==> src/mtpg_pkg.sv <==
// constants, types and helpers for the multi-touch pattern guard
// Summary of operation
// - per-input guard enables, bit 4 unused, reset clear
// - any guard enable disables sense input five
// - blocking enable bit 7, set at reset
// - flag at most N touches, hold accepted ones
// - after release reselect first N in scan order
// - bits 3:2 select limit of one to four
// - touches beyond limit set overflow flag
// - blocking uses full touch threshold
// - pattern detect enable bit 7, reset clear
// - threshold scale 12.5, 25, 37.5, 100 percent
// - active or standby threshold per input
// - count mode: qualifying count reaches mask popcount
// - pattern mode: every selected input qualifies
// - qualify: delta above threshold or noise
// - pattern event blocks all touches, sets flag
// - blocking lasts only while condition holds
// - flag cleared by host once condition gone
// - alert enable bit 0 gates active-low alert
// - pattern mask one bit per input, reset all ones
package mtpg_pkg;
    localparam int NUM_IN = 8;
    localparam int TH_W = 7;
    localparam int DL_W = 8;
    localparam int CNT_W = 4;

    localparam logic [7:0] ADDR_GUARD = 8'h29;
    localparam logic [7:0] ADDR_MULTI = 8'h2A;
    localparam logic [7:0] ADDR_PCFG = 8'h2B;
    localparam logic [7:0] ADDR_PMASK = 8'h2D;

    localparam logic [7:0] RST_GUARD = 8'h00;
    localparam logic [7:0] RST_MULTI = 8'h80;
    localparam logic [7:0] RST_PCFG = 8'h00;
    localparam logic [7:0] RST_PMASK = 8'hFF;

    localparam logic [7:0] MASK_GUARD = 8'hEF;
    localparam logic [7:0] MASK_MULTI = 8'h8C;
    localparam logic [7:0] MASK_PCFG = 8'h8F;
    localparam logic [7:0] MASK_PMASK = 8'hFF;

    localparam int BIT_BLK_EN = 7;
    localparam int BIT_LIMIT_LO = 2;
    localparam int BIT_PDET_EN = 7;
    localparam int BIT_PTH_LO = 2;
    localparam int BIT_PCMP = 1;
    localparam int BIT_PALERT = 0;
    localparam int IDX_FIVE = 4;

    localparam logic [1:0] PTH_12P5 = 2'h0;
    localparam logic [1:0] PTH_25 = 2'h1;
    localparam logic [1:0] PTH_37P5 = 2'h2;

    // gray along idle -> blocking -> latched
    typedef enum logic [1:0] {
        MTPG_IDLE = 2'h0,
        MTPG_BLOCKING = 2'h1,
        MTPG_LATCHED = 2'h3
    } mtpg_state_t;

    function automatic logic [CNT_W-1:0] popcount(input logic [NUM_IN-1:0] v);
        logic [CNT_W-1:0] c;
        c = '0;
        for (int i = 0; i < NUM_IN; i++) begin
            c = c + CNT_W'(v[i]);
        end
        return c;
    endfunction : popcount
endpackage : mtpg_pkg

==> src/mtpg_top.sv <==
// touch blocking, pattern detection and signal guard per sensing cycle
`timescale 1ns/1ps
module mtpg_top #(
    parameter int NUM_IN = mtpg_pkg::NUM_IN,
    parameter int TH_W = mtpg_pkg::TH_W,
    parameter int DL_W = mtpg_pkg::DL_W
) (
    input wire logic clk_i,
    input wire logic rstn_i,
    input wire logic reg_wr_i,
    input wire logic reg_rd_i,
    input wire logic [7:0] reg_addr_i,
    input wire logic [7:0] reg_wdata_i,
    output logic [7:0] reg_rdata_o,
    input wire logic int_clr_i,
    input wire logic cycle_done_i,
    input wire logic [NUM_IN*DL_W-1:0] delta_i,
    input wire logic [NUM_IN*TH_W-1:0] thresh_i,
    input wire logic [TH_W-1:0] standby_thresh_i,
    input wire logic [NUM_IN-1:0] standby_sel_i,
    input wire logic [NUM_IN-1:0] noise_i,
    output logic [NUM_IN-1:0] touch_o,
    output logic [NUM_IN-1:0] guard_en_o,
    output logic sense_input_five_en_o,
    output logic pattern_blocking_o,
    output logic touch_overflow_flag_o,
    output logic pattern_event_flag_o,
    output logic alert_n_o
);
    // ---------------- register file ----------------
    logic [7:0] guard_enable;
    logic [7:0] multi_touch_config;
    logic [7:0] pattern_detect_config;
    logic [7:0] pattern_select_mask;
    logic [7:0] next_guard_enable;
    logic [7:0] next_multi_touch_config;
    logic [7:0] next_pattern_detect_config;
    logic [7:0] next_pattern_select_mask;
    logic [7:0] next_reg_rdata;

    always_comb begin
        next_guard_enable = guard_enable;
        next_multi_touch_config = multi_touch_config;
        next_pattern_detect_config = pattern_detect_config;
        next_pattern_select_mask = pattern_select_mask;
        if (reg_wr_i) begin
            case (reg_addr_i)
                mtpg_pkg::ADDR_GUARD: next_guard_enable = reg_wdata_i & mtpg_pkg::MASK_GUARD;
                mtpg_pkg::ADDR_MULTI: next_multi_touch_config = reg_wdata_i & mtpg_pkg::MASK_MULTI;
                mtpg_pkg::ADDR_PCFG: next_pattern_detect_config = reg_wdata_i & mtpg_pkg::MASK_PCFG;
                mtpg_pkg::ADDR_PMASK: next_pattern_select_mask = reg_wdata_i & mtpg_pkg::MASK_PMASK;
                default: next_guard_enable = guard_enable;
            endcase
        end
    end

    always_comb begin
        next_reg_rdata = reg_rdata_o;
        if (reg_rd_i) begin
            case (reg_addr_i)
                mtpg_pkg::ADDR_GUARD: next_reg_rdata = guard_enable;
                mtpg_pkg::ADDR_MULTI: next_reg_rdata = multi_touch_config;
                mtpg_pkg::ADDR_PCFG: next_reg_rdata = pattern_detect_config;
                mtpg_pkg::ADDR_PMASK: next_reg_rdata = pattern_select_mask;
                default: next_reg_rdata = 8'h00;
            endcase
        end
    end

    always_ff @(posedge clk_i or negedge rstn_i) begin
        if (!rstn_i) begin
            guard_enable <= mtpg_pkg::RST_GUARD;
            multi_touch_config <= mtpg_pkg::RST_MULTI;
            pattern_detect_config <= mtpg_pkg::RST_PCFG;
            pattern_select_mask <= mtpg_pkg::RST_PMASK;
            reg_rdata_o <= 8'h00;
        end else begin
            guard_enable <= next_guard_enable;
            multi_touch_config <= next_multi_touch_config;
            pattern_detect_config <= next_pattern_detect_config;
            pattern_select_mask <= next_pattern_select_mask;
            reg_rdata_o <= next_reg_rdata;
        end
    end

    // ---------------- field decode ----------------
    logic blk_en;
    logic [1:0] limit_sel;
    logic [2:0] touch_limit;
    logic pdet_en;
    logic [1:0] pth_sel;
    logic pcmp_mode;
    logic palert_en;
    logic guard_active;

    assign blk_en = multi_touch_config[mtpg_pkg::BIT_BLK_EN];
    assign limit_sel = multi_touch_config[mtpg_pkg::BIT_LIMIT_LO +: 2];
    assign touch_limit = {1'b0, limit_sel} + 3'h1;
    assign pdet_en = pattern_detect_config[mtpg_pkg::BIT_PDET_EN];
    assign pth_sel = pattern_detect_config[mtpg_pkg::BIT_PTH_LO +: 2];
    assign pcmp_mode = pattern_detect_config[mtpg_pkg::BIT_PCMP];
    assign palert_en = pattern_detect_config[mtpg_pkg::BIT_PALERT];

    // guard pin takes over input five
    assign guard_active = |guard_enable;
    assign guard_en_o = guard_enable;
    assign sense_input_five_en_o = ~guard_active;

    // ---------------- per-input compare ----------------
    // truncating shifts: small thresholds may scale to zero
    function automatic logic [TH_W-1:0] scale_th(input logic [TH_W-1:0] th, input logic [1:0] sel);
        logic [TH_W-1:0] r;
        case (sel)
            mtpg_pkg::PTH_12P5: r = th >> 3;
            mtpg_pkg::PTH_25: r = th >> 2;
            mtpg_pkg::PTH_37P5: r = (th >> 2) + (th >> 3);
            default: r = th;
        endcase
        return r;
    endfunction : scale_th

    logic [NUM_IN-1:0] raw_touch;
    logic [NUM_IN-1:0] qualify;

    always_comb begin
        logic [TH_W-1:0] th;
        logic [DL_W-1:0] dl;
        th = '0;
        dl = '0;
        raw_touch = '0;
        qualify = '0;
        for (int i = 0; i < NUM_IN; i++) begin
            dl = delta_i[i*DL_W +: DL_W];
            th = standby_sel_i[i] ? standby_thresh_i : thresh_i[i*TH_W +: TH_W];
            raw_touch[i] = dl > DL_W'(th);
            qualify[i] = (dl > DL_W'(scale_th(th, pth_sel))) || noise_i[i];
        end
        // input five carries no touch under guard
        if (guard_active) begin
            raw_touch[mtpg_pkg::IDX_FIVE] = 1'b0;
            qualify[mtpg_pkg::IDX_FIVE] = 1'b0;
        end
    end

    // ---------------- pattern condition ----------------
    logic pattern_hit;
    logic mode_hit;

    always_comb begin
        if (pcmp_mode) begin
            mode_hit = (qualify & pattern_select_mask) == pattern_select_mask;
        end else begin
            mode_hit = mtpg_pkg::popcount(qualify) >= mtpg_pkg::popcount(pattern_select_mask);
        end
        // gated by enable; empty mask never hits
        pattern_hit = pdet_en && (|pattern_select_mask) && mode_hit;
    end

    // ---------------- pattern state ----------------
    mtpg_pkg::mtpg_state_t state;
    mtpg_pkg::mtpg_state_t next_state;

    always_comb begin
        next_state = state;
        case (state)
            mtpg_pkg::MTPG_IDLE: begin
                // event judged once per sensing cycle
                if (cycle_done_i && pattern_hit) begin
                    next_state = mtpg_pkg::MTPG_BLOCKING;
                end
            end
            mtpg_pkg::MTPG_BLOCKING: begin
                if (cycle_done_i && !pattern_hit) begin
                    next_state = mtpg_pkg::MTPG_LATCHED;
                end
            end
            mtpg_pkg::MTPG_LATCHED: begin
                if (cycle_done_i && pattern_hit) begin
                    next_state = mtpg_pkg::MTPG_BLOCKING;
                end else if (int_clr_i) begin
                    next_state = mtpg_pkg::MTPG_IDLE;
                end
            end
            default: next_state = mtpg_pkg::MTPG_IDLE;
        endcase
    end

    always_ff @(posedge clk_i or negedge rstn_i) begin
        if (!rstn_i) begin
            state <= mtpg_pkg::MTPG_IDLE;
        end else begin
            state <= next_state;
        end
    end

    // ---------------- touch limiting ----------------
    logic [NUM_IN-1:0] limited;
    logic overflow_now;

    mtpg_touch_limit #(
        .NUM_IN(NUM_IN)
    ) u_limit (
        .clk_i(clk_i),
        .rstn_i(rstn_i),
        .step_i(cycle_done_i),
        .enable_i(blk_en),
        .limit_i(touch_limit),
        .raw_i(raw_touch),
        .flagged_o(limited),
        .overflow_o(overflow_now)
    );

    // ---------------- outputs ----------------
    logic [NUM_IN-1:0] next_touch;
    logic next_ovf_flag;
    logic next_pat_flag;
    logic next_alert_n;
    logic blocking_next;

    always_comb begin
        blocking_next = next_state == mtpg_pkg::MTPG_BLOCKING;
        next_touch = touch_o;
        if (blocking_next) begin
            next_touch = '0;
        end else if (cycle_done_i) begin
            next_touch = limited;
        end
        next_ovf_flag = touch_overflow_flag_o;
        if (int_clr_i) begin
            next_ovf_flag = 1'b0;
        end
        if (cycle_done_i && overflow_now) begin
            next_ovf_flag = 1'b1;
        end
        // flag set from event to host clear
        next_pat_flag = next_state != mtpg_pkg::MTPG_IDLE;
        next_alert_n = ~(next_pat_flag && palert_en);
    end

    always_ff @(posedge clk_i or negedge rstn_i) begin
        if (!rstn_i) begin
            touch_o <= '0;
            touch_overflow_flag_o <= 1'b0;
            pattern_event_flag_o <= 1'b0;
            pattern_blocking_o <= 1'b0;
            alert_n_o <= 1'b1;
        end else begin
            touch_o <= next_touch;
            touch_overflow_flag_o <= next_ovf_flag;
            pattern_event_flag_o <= next_pat_flag;
            pattern_blocking_o <= blocking_next;
            alert_n_o <= next_alert_n;
        end
    end
endmodule : mtpg_top

==> src/mtpg_touch_limit.sv <==
// simultaneous-touch limiter holding the accepted inputs
`timescale 1ns/1ps
module mtpg_touch_limit #(
    parameter int NUM_IN = mtpg_pkg::NUM_IN
) (
    input wire logic clk_i,
    input wire logic rstn_i,
    input wire logic step_i,
    input wire logic enable_i,
    input wire logic [2:0] limit_i,
    input wire logic [NUM_IN-1:0] raw_i,
    output logic [NUM_IN-1:0] flagged_o,
    output logic overflow_o
);
    logic [NUM_IN-1:0] accepted;
    logic [NUM_IN-1:0] next_accepted;
    logic [mtpg_pkg::CNT_W-1:0] cnt;
    logic released;

    always_comb begin
        released = |(accepted & ~raw_i);
        next_accepted = accepted;
        cnt = '0;
        if (step_i) begin
            next_accepted = released ? '0 : accepted;
            cnt = mtpg_pkg::popcount(next_accepted);
            // add new touches up to limit
            for (int i = 0; i < NUM_IN; i++) begin
                if (raw_i[i] && !next_accepted[i] && cnt < mtpg_pkg::CNT_W'(limit_i)) begin
                    next_accepted[i] = 1'b1;
                    cnt = cnt + mtpg_pkg::CNT_W'(1);
                end
            end
        end
    end

    always_ff @(posedge clk_i or negedge rstn_i) begin
        if (!rstn_i) begin
            accepted <= '0;
        end else begin
            accepted <= next_accepted;
        end
    end

    // disabled: pass every touch
    // enabled: the set chosen at this step, so flags never trail the touches
    assign flagged_o = enable_i ? next_accepted : raw_i;
    assign overflow_o = enable_i && (mtpg_pkg::popcount(raw_i) > mtpg_pkg::CNT_W'(limit_i));
endmodule : mtpg_touch_limit

==> config.mk <==
export PLATFORM = sky130hd
export DESIGN_NAME = mtpg_top
export DESIGN_NICKNAME = d
export VERILOG_FILES = /design/src/mtpg_pkg.sv /design/src/mtpg_top.sv /design/src/mtpg_touch_limit.sv
export SDC_FILE = /design/constraint.sdc
export NUM_CORES = 1
export LEC_CHECK = 0
export ABC_CLOCK_PERIOD_IN_PS = 15640
export BUFFER_PORTS_ARGS = -buffer_cell sky130_fd_sc_hd__buf_2
export CORE_AREA = 3 3 141 178
export CTS_CLUSTER_SIZE = 12
export DETAILED_ROUTE_END_ITERATION = 8
export DIE_AREA = 0 0 144 181
export PLACE_DENSITY = 0.78
export SLEW_MARGIN = 0
export SYNTH_ARGS = -nofsm -noshare
export SYNTH_HDL_FRONTEND = slang
export SYNTH_HIERARCHICAL = 1
export SYNTH_SLANG_ARGS = --single-unit
==> constraint.sdc <==
create_clock -name clk_i -period 15.64 [get_ports clk_i]
set_input_delay 0.782 -clock clk_i [delete_from_list [all_inputs] [get_ports clk_i]]
set_output_delay 0.782 -clock clk_i [all_outputs]
set_load 0.02 [all_outputs]
==> results of run 1 <==
cells in the mapped netlist, types with 9 or more instances:
master    instances  area, µm²
mux4_2           32        721
clkbuf_1         33        124
mux2_2           47        529
nand2_1          69        259
o311ai_0          9       78.8
nor2b_1          35        219
and4b_1           9       90.1
a22oi_1          15        113
o21ai_0          38        190
nand2b_1         13       81.3
mux2i_1          51        510
nand4_1          14       87.6
nand3_1          15       75.1
nor3_1           16       80.1
a21oi_1          64        320
ha_1            198       2480
o22ai_1           9       56.3
inv_1           136        510
o21a_1           24        180
nor2_1           55        206
dfstp_2          10        263
xnor2_1          31        272
fa_1             24        480
a21o_1           17        128
dfrtp_1          43       1080
a211oi_1         12       90.1
layout make-up:
cell class,count,area [µm²]
Inverter,137,517
Multi-Input combinational cell,938,8910
Timing Repair Buffer,291,1730
Sequential cell,53,1340
Tap cell,292,365
Fill cell,2034,10600
Clock buffer,8,146
Antenna cell,1,2.50
final timing paths:
kind                                           from                  endpoint
min                        pattern_detect_config[0]                 alert_n_o
max in group asynchronous                    rstn_i  pattern_detect_config[2]
min in group asynchronous                    rstn_i             guard_en_o[5]
max                             standby_thresh_i[6]                touch_o[7]
min reg2reg                pattern_detect_config[0]                 alert_n_o
max reg2reg                           guard_en_o[3]                touch_o[7]
stage by stage:
step | instances | instance area (µm²) | worst slack [ns] | util
2_1_floorplan | 1169 | 10800 | 0.00828 | -
5_1_grt | 1719 | 13000 | -0.529 | 0.552
3_5_place_dp | 1696 | 12600 | -0.200 | 0.533
3_3_place_gp | 1696 | 12600 | 0.220 | 0.533
6_report | 1720 | 13000 | 0.193 | 0.552
4_1_cts | 1704 | 12700 | 0.0543 | 0.539
placed cells by master (no fill, tap or decap), types with 11 or more instances in the layout:
cell type,n
nor2b_1,33
ha_1,193
nand2b_1,11
o21a_1,24
nor2_1,50
buf_2,185
buf_4,102
a21o_1,17
nand4_1,14
inv_1,133
nand3_1,12
mux2i_1,45
nor3_1,13
mux2_2,38
xnor2_1,28
nand2_1,64
fa_1,23
mux4_2,32
o21ai_0,31
a21oi_1,61
dfrtp_1,41
a22oi_1,15
cell families after synthesis:
family          count (synthesis)  synth area share
compound gates                257             0.173
flops                          53             0.127
fa+ha+maj                     222             0.280
xor+xnor                       41            0.0361
buf+inv                       178            0.0650
other cells                     1          0.000356
mux                           131             0.168
simple gates                  286             0.150
routing by layer:
layer  up-vias  track usage  part of all wire
met4         2       0.0818             0.034
li1       4828            -                 -
met3        73       0.0297             0.057
met2       355        0.421              0.51
met1      4911        0.286              0.40
met5         -            0           0.00040
state kept, by name, indices dropped and copies added, names as in the netlist:
signal,cells
pattern_event_flag_o,1
multi_touch_config,3
reg_rdata_o,8
alert_n_o,1
touch_overflow_flag_o,1
touch_o,8
pattern_select_mask,8
u_limit/accepted,8
pattern_detect_config,5
state,2
pattern_blocking_o,1
guard_en_o,7
timing repair:
action / CTS / global route
resized for setup: 0 / 51
setup endpoints to repair: 0 / 2
setup buffers: 0 / 15
==> results.toml, run 1 <==
[run_status]
status = "complete, no violations"

[critical_path]
critical-path-max-stage-delay_ns = 0.54
path_class = "in2reg"
critPathBufInv = 12
startpoint_type = "input pin"
crit_required_ns = 15.85
worstPathMaxFanout = 8
reg2reg_depth = 77
cpMaxStageDelayCell = "fa_1"
crit_path_end_kind = "register"
cpMostUsedCell = "inv_1"
worst-path-stages = 81
cp_data_arrival_time_ns = 15.66
crit_family = "simple AND/OR/NAND/NOR gates"
r2r_slack_ns = 0.63

[worst_hold_path]
hold_depth = 1
hold_path.class = "reg2reg"

[yosys]
syn_nets = 1556
syn_inst = 1169
seq_area_frac_synth = 0.127
synth_cell_types = 92
synth_edf_count = 0
yosys_most_used_dff = "dfrtp_1"
synth_area_mm2 = 0.0105
synth_area_per_cell_um2 = 9.02
yosysWarnings = 6
ys_async_sr_fraction = 1.00
ys_seq_elements = 53

[clock_tree]
clockBufferDepth = 2
cts_buffers = 5
clkSinkCount = 53
clockRootBuffer = "clkbuf_16"
cts_tree = "built"
insertion_delay_ns = 0.29
cts_hold_buf = 0
clkTransAtPathRegs_ns = 0.07
htreeDepth = 2

[placed_design]
gp_congestion = 0.977
dpl.hpwl_um = 26700
port_buffers = 192

[sta]
post-route-period-util = 0.988
clock_skew_ns = 0.00807
whs_ns = 0.513
layout_min_cycle_time_ns = 15.45
fmax_ghz = 0.0647
setup_viol = 0
tns_ns = 0
rsz0062_at_grt = "true"
tightest_slew_ns = 0.737
slew_headroom = 0.508
finalMaxSlewViolations = 0
hold_viol_final = 0

[route]
first_iter_violations = 614
via_per_inst = 5.91
drt-total-wl_um = 32200
ant_nets = 0
via_count = 10200
drt_pre_antenna_iters = 5
post_drt_wl_per_cell_um = 18.7
post-route-drc-count = 0

[grt]
grtUsageTotal = 0.235
grt.overflow.total = 0
grt_pass1_wl_um = 50200
grt_max_degree = 54
antenna_found_initial = 1
grt_pass1_vias = 10200

[floorplanning]
floorplan.initialDensity = 0.447
die_x_um = 144
num_io_pins = 194
coreArea_mm2 = 0.0236
rows = 63
dieArea_mm2 = 0.0261
fp.dieH_um = 181

[finish]
drive_gt1_frac = 0.334
final_net_count = 1813
syn2layout_area_growth_pct = 23.4

[run]
max-cap-violations = 0
Power of run 1 is left out: the tool's default activity adds up to more than one toggle a clock period on the data nets, which glitch-free logic cannot reach.
==> inputs of run 2 (changes only) <==
REMOVE_ABC_BUFFERS = 1   (was not set)
==> results.toml, run 2 (synthesis gave the netlist of run 1 again) <==
[floorplanning]
floorplan.initialDensity = 0.447
num_io_pins = 194
coreArea_mm2 = 0.0236
dieArea_mm2 = 0.0261
die_x_um = 144
rows = 63
fp.dieH_um = 181

[critical_path]
crit_family = "simple AND/OR/NAND/NOR gates"
crit_path_end_kind = "register"
startpoint_type = "input pin"
critical-path-max-stage-delay_ns = 0.57
cpMaxStageDelayCell = "fa_1"
worstPathMaxFanout = 4
cp_data_arrival_time_ns = 16.12
crit_required_ns = 15.85
critPathBufInv = 10
path_class = "in2reg"

[clock_tree]
clockBufferDepth = 2
insertion_delay_ns = 0.29
htreeDepth = 2
cts_tree = "built"
clkSinkCount = 53
clkTransAtPathRegs_ns = 0.07
cts_hold_buf = 0
cts_buffers = 5
clockRootBuffer = "clkbuf_16"

[placed_design]
port_buffers = 192
gp_congestion = 0.938
dpl.hpwl_um = 28100
placed_area_mm2 = 0.0130
dp_cells = 1773

[grt]
grt_max_degree = 54
grt_pass1_vias = 10700
grt.overflow.total = 0
grt_pass1_wl_um = 51900
grtUsageTotal = 0.245
antenna_found_initial = 2

[sta]
whs_ns = 0.504
finalMaxSlewViolations = 0
setup_viol = 2
slew_headroom = 0.438
post-route-period-util = 1.02
final.setup.worst_slack_ns = -0.266
clock_skew_ns = 0.00612
hold_viol_final = 0
tightest_slew_ns = 0.835
fmax_ghz = 0.0629
tns_ns = -0.284
layout_min_cycle_time_ns = 15.91
rsz0062_at_grt = "true"

[route]
drt-total-wl_um = 35800
ant_nets = 0
drt_pre_antenna_iters = 7
via_count = 10900
first_iter_violations = 787
post_drt_wl_per_cell_um = 19.7
via_per_inst = 5.98
post-route-drc-count = 0

[run_status]
violations = "setup timing"
status = "finished, violations left"

[finish]
mostFrequentLayoutCells = "buf_4, buf_2, ha_1, inv_1, nand2_1"
fillers = 1892
final_net_count = 1911
drive_gt1_frac = 0.391
fin_cells = 1818
syn2layout_area_growth_pct = 31.7
design_area_mm2 = 0.0139
final_common_cell = "buf_4"

[worst_hold_path]
hold_path.class = "reg2reg"

[run]
max-cap-violations = 0
[run 2: timing repair]
action	in CTS	in global routing
pin swaps	26	59
setup buffers	18	19
resized for setup	20	108
endpoints found under the hold margin	0	0
cloned	0	0
setup endpoints to repair	2	3
[run 2: final timing paths]
path	endpoint	cells past startpoint	startpoint	slack, ns
max	touch_o[7]	82	standby_thresh_i[0]	-0.27
min	alert_n_o	1	pattern_detect_config[0]	0.50
max reg2reg	touch_o[7]	76	guard_en_o[3]	0.12
min reg2reg	alert_n_o	1	pattern_detect_config[0]	0.50
max in group asynchronous	pattern_detect_config[2]	2	rstn_i	14.55
min in group asynchronous	reg_rdata_o[1]	2	rstn_i	0.61
[run 2: final cells by class]
class / instances / area (µm²) / share of cell area
flip-flops and latches: 53 / 1340 / 0.0966
repair buffers: 389 / 2520 / 0.181
inverters: 137 / 514 / 0.0370
clock buffers: 6 / 129 / 0.00928
multi-input cells: 938 / 9000 / 0.648
well taps: 292 / 365 / 0.0263
clock inverters: 2 / 13.8 / 0.000991
diodes: 1 / 2.50 / 0.000180
[run 2: per-layer routing]
layer	vias to the layer above	global-route usage	part of all wire	wire length, µm
li1	5022	-	-	-
met1	5266	0.285	0.38	13600
met2	469	0.443	0.50	18000
met3	119	0.0357	0.072	2580
met4	2	0.0965	0.046	1650
met5	-	0	0.00036	13
[run 2: stage by stage]
stage | util | worst slack, ns
2_1_floorplan | - | -0.685
3_3_place_gp | 0.550 | -0.229
3_5_place_dp | 0.550 | -0.824
4_1_cts | 0.565 | 0.0193
5_1_grt | 0.589 | -0.868
6_report | 0.589 | -0.266
Power of run 2 is left out for the same reason.
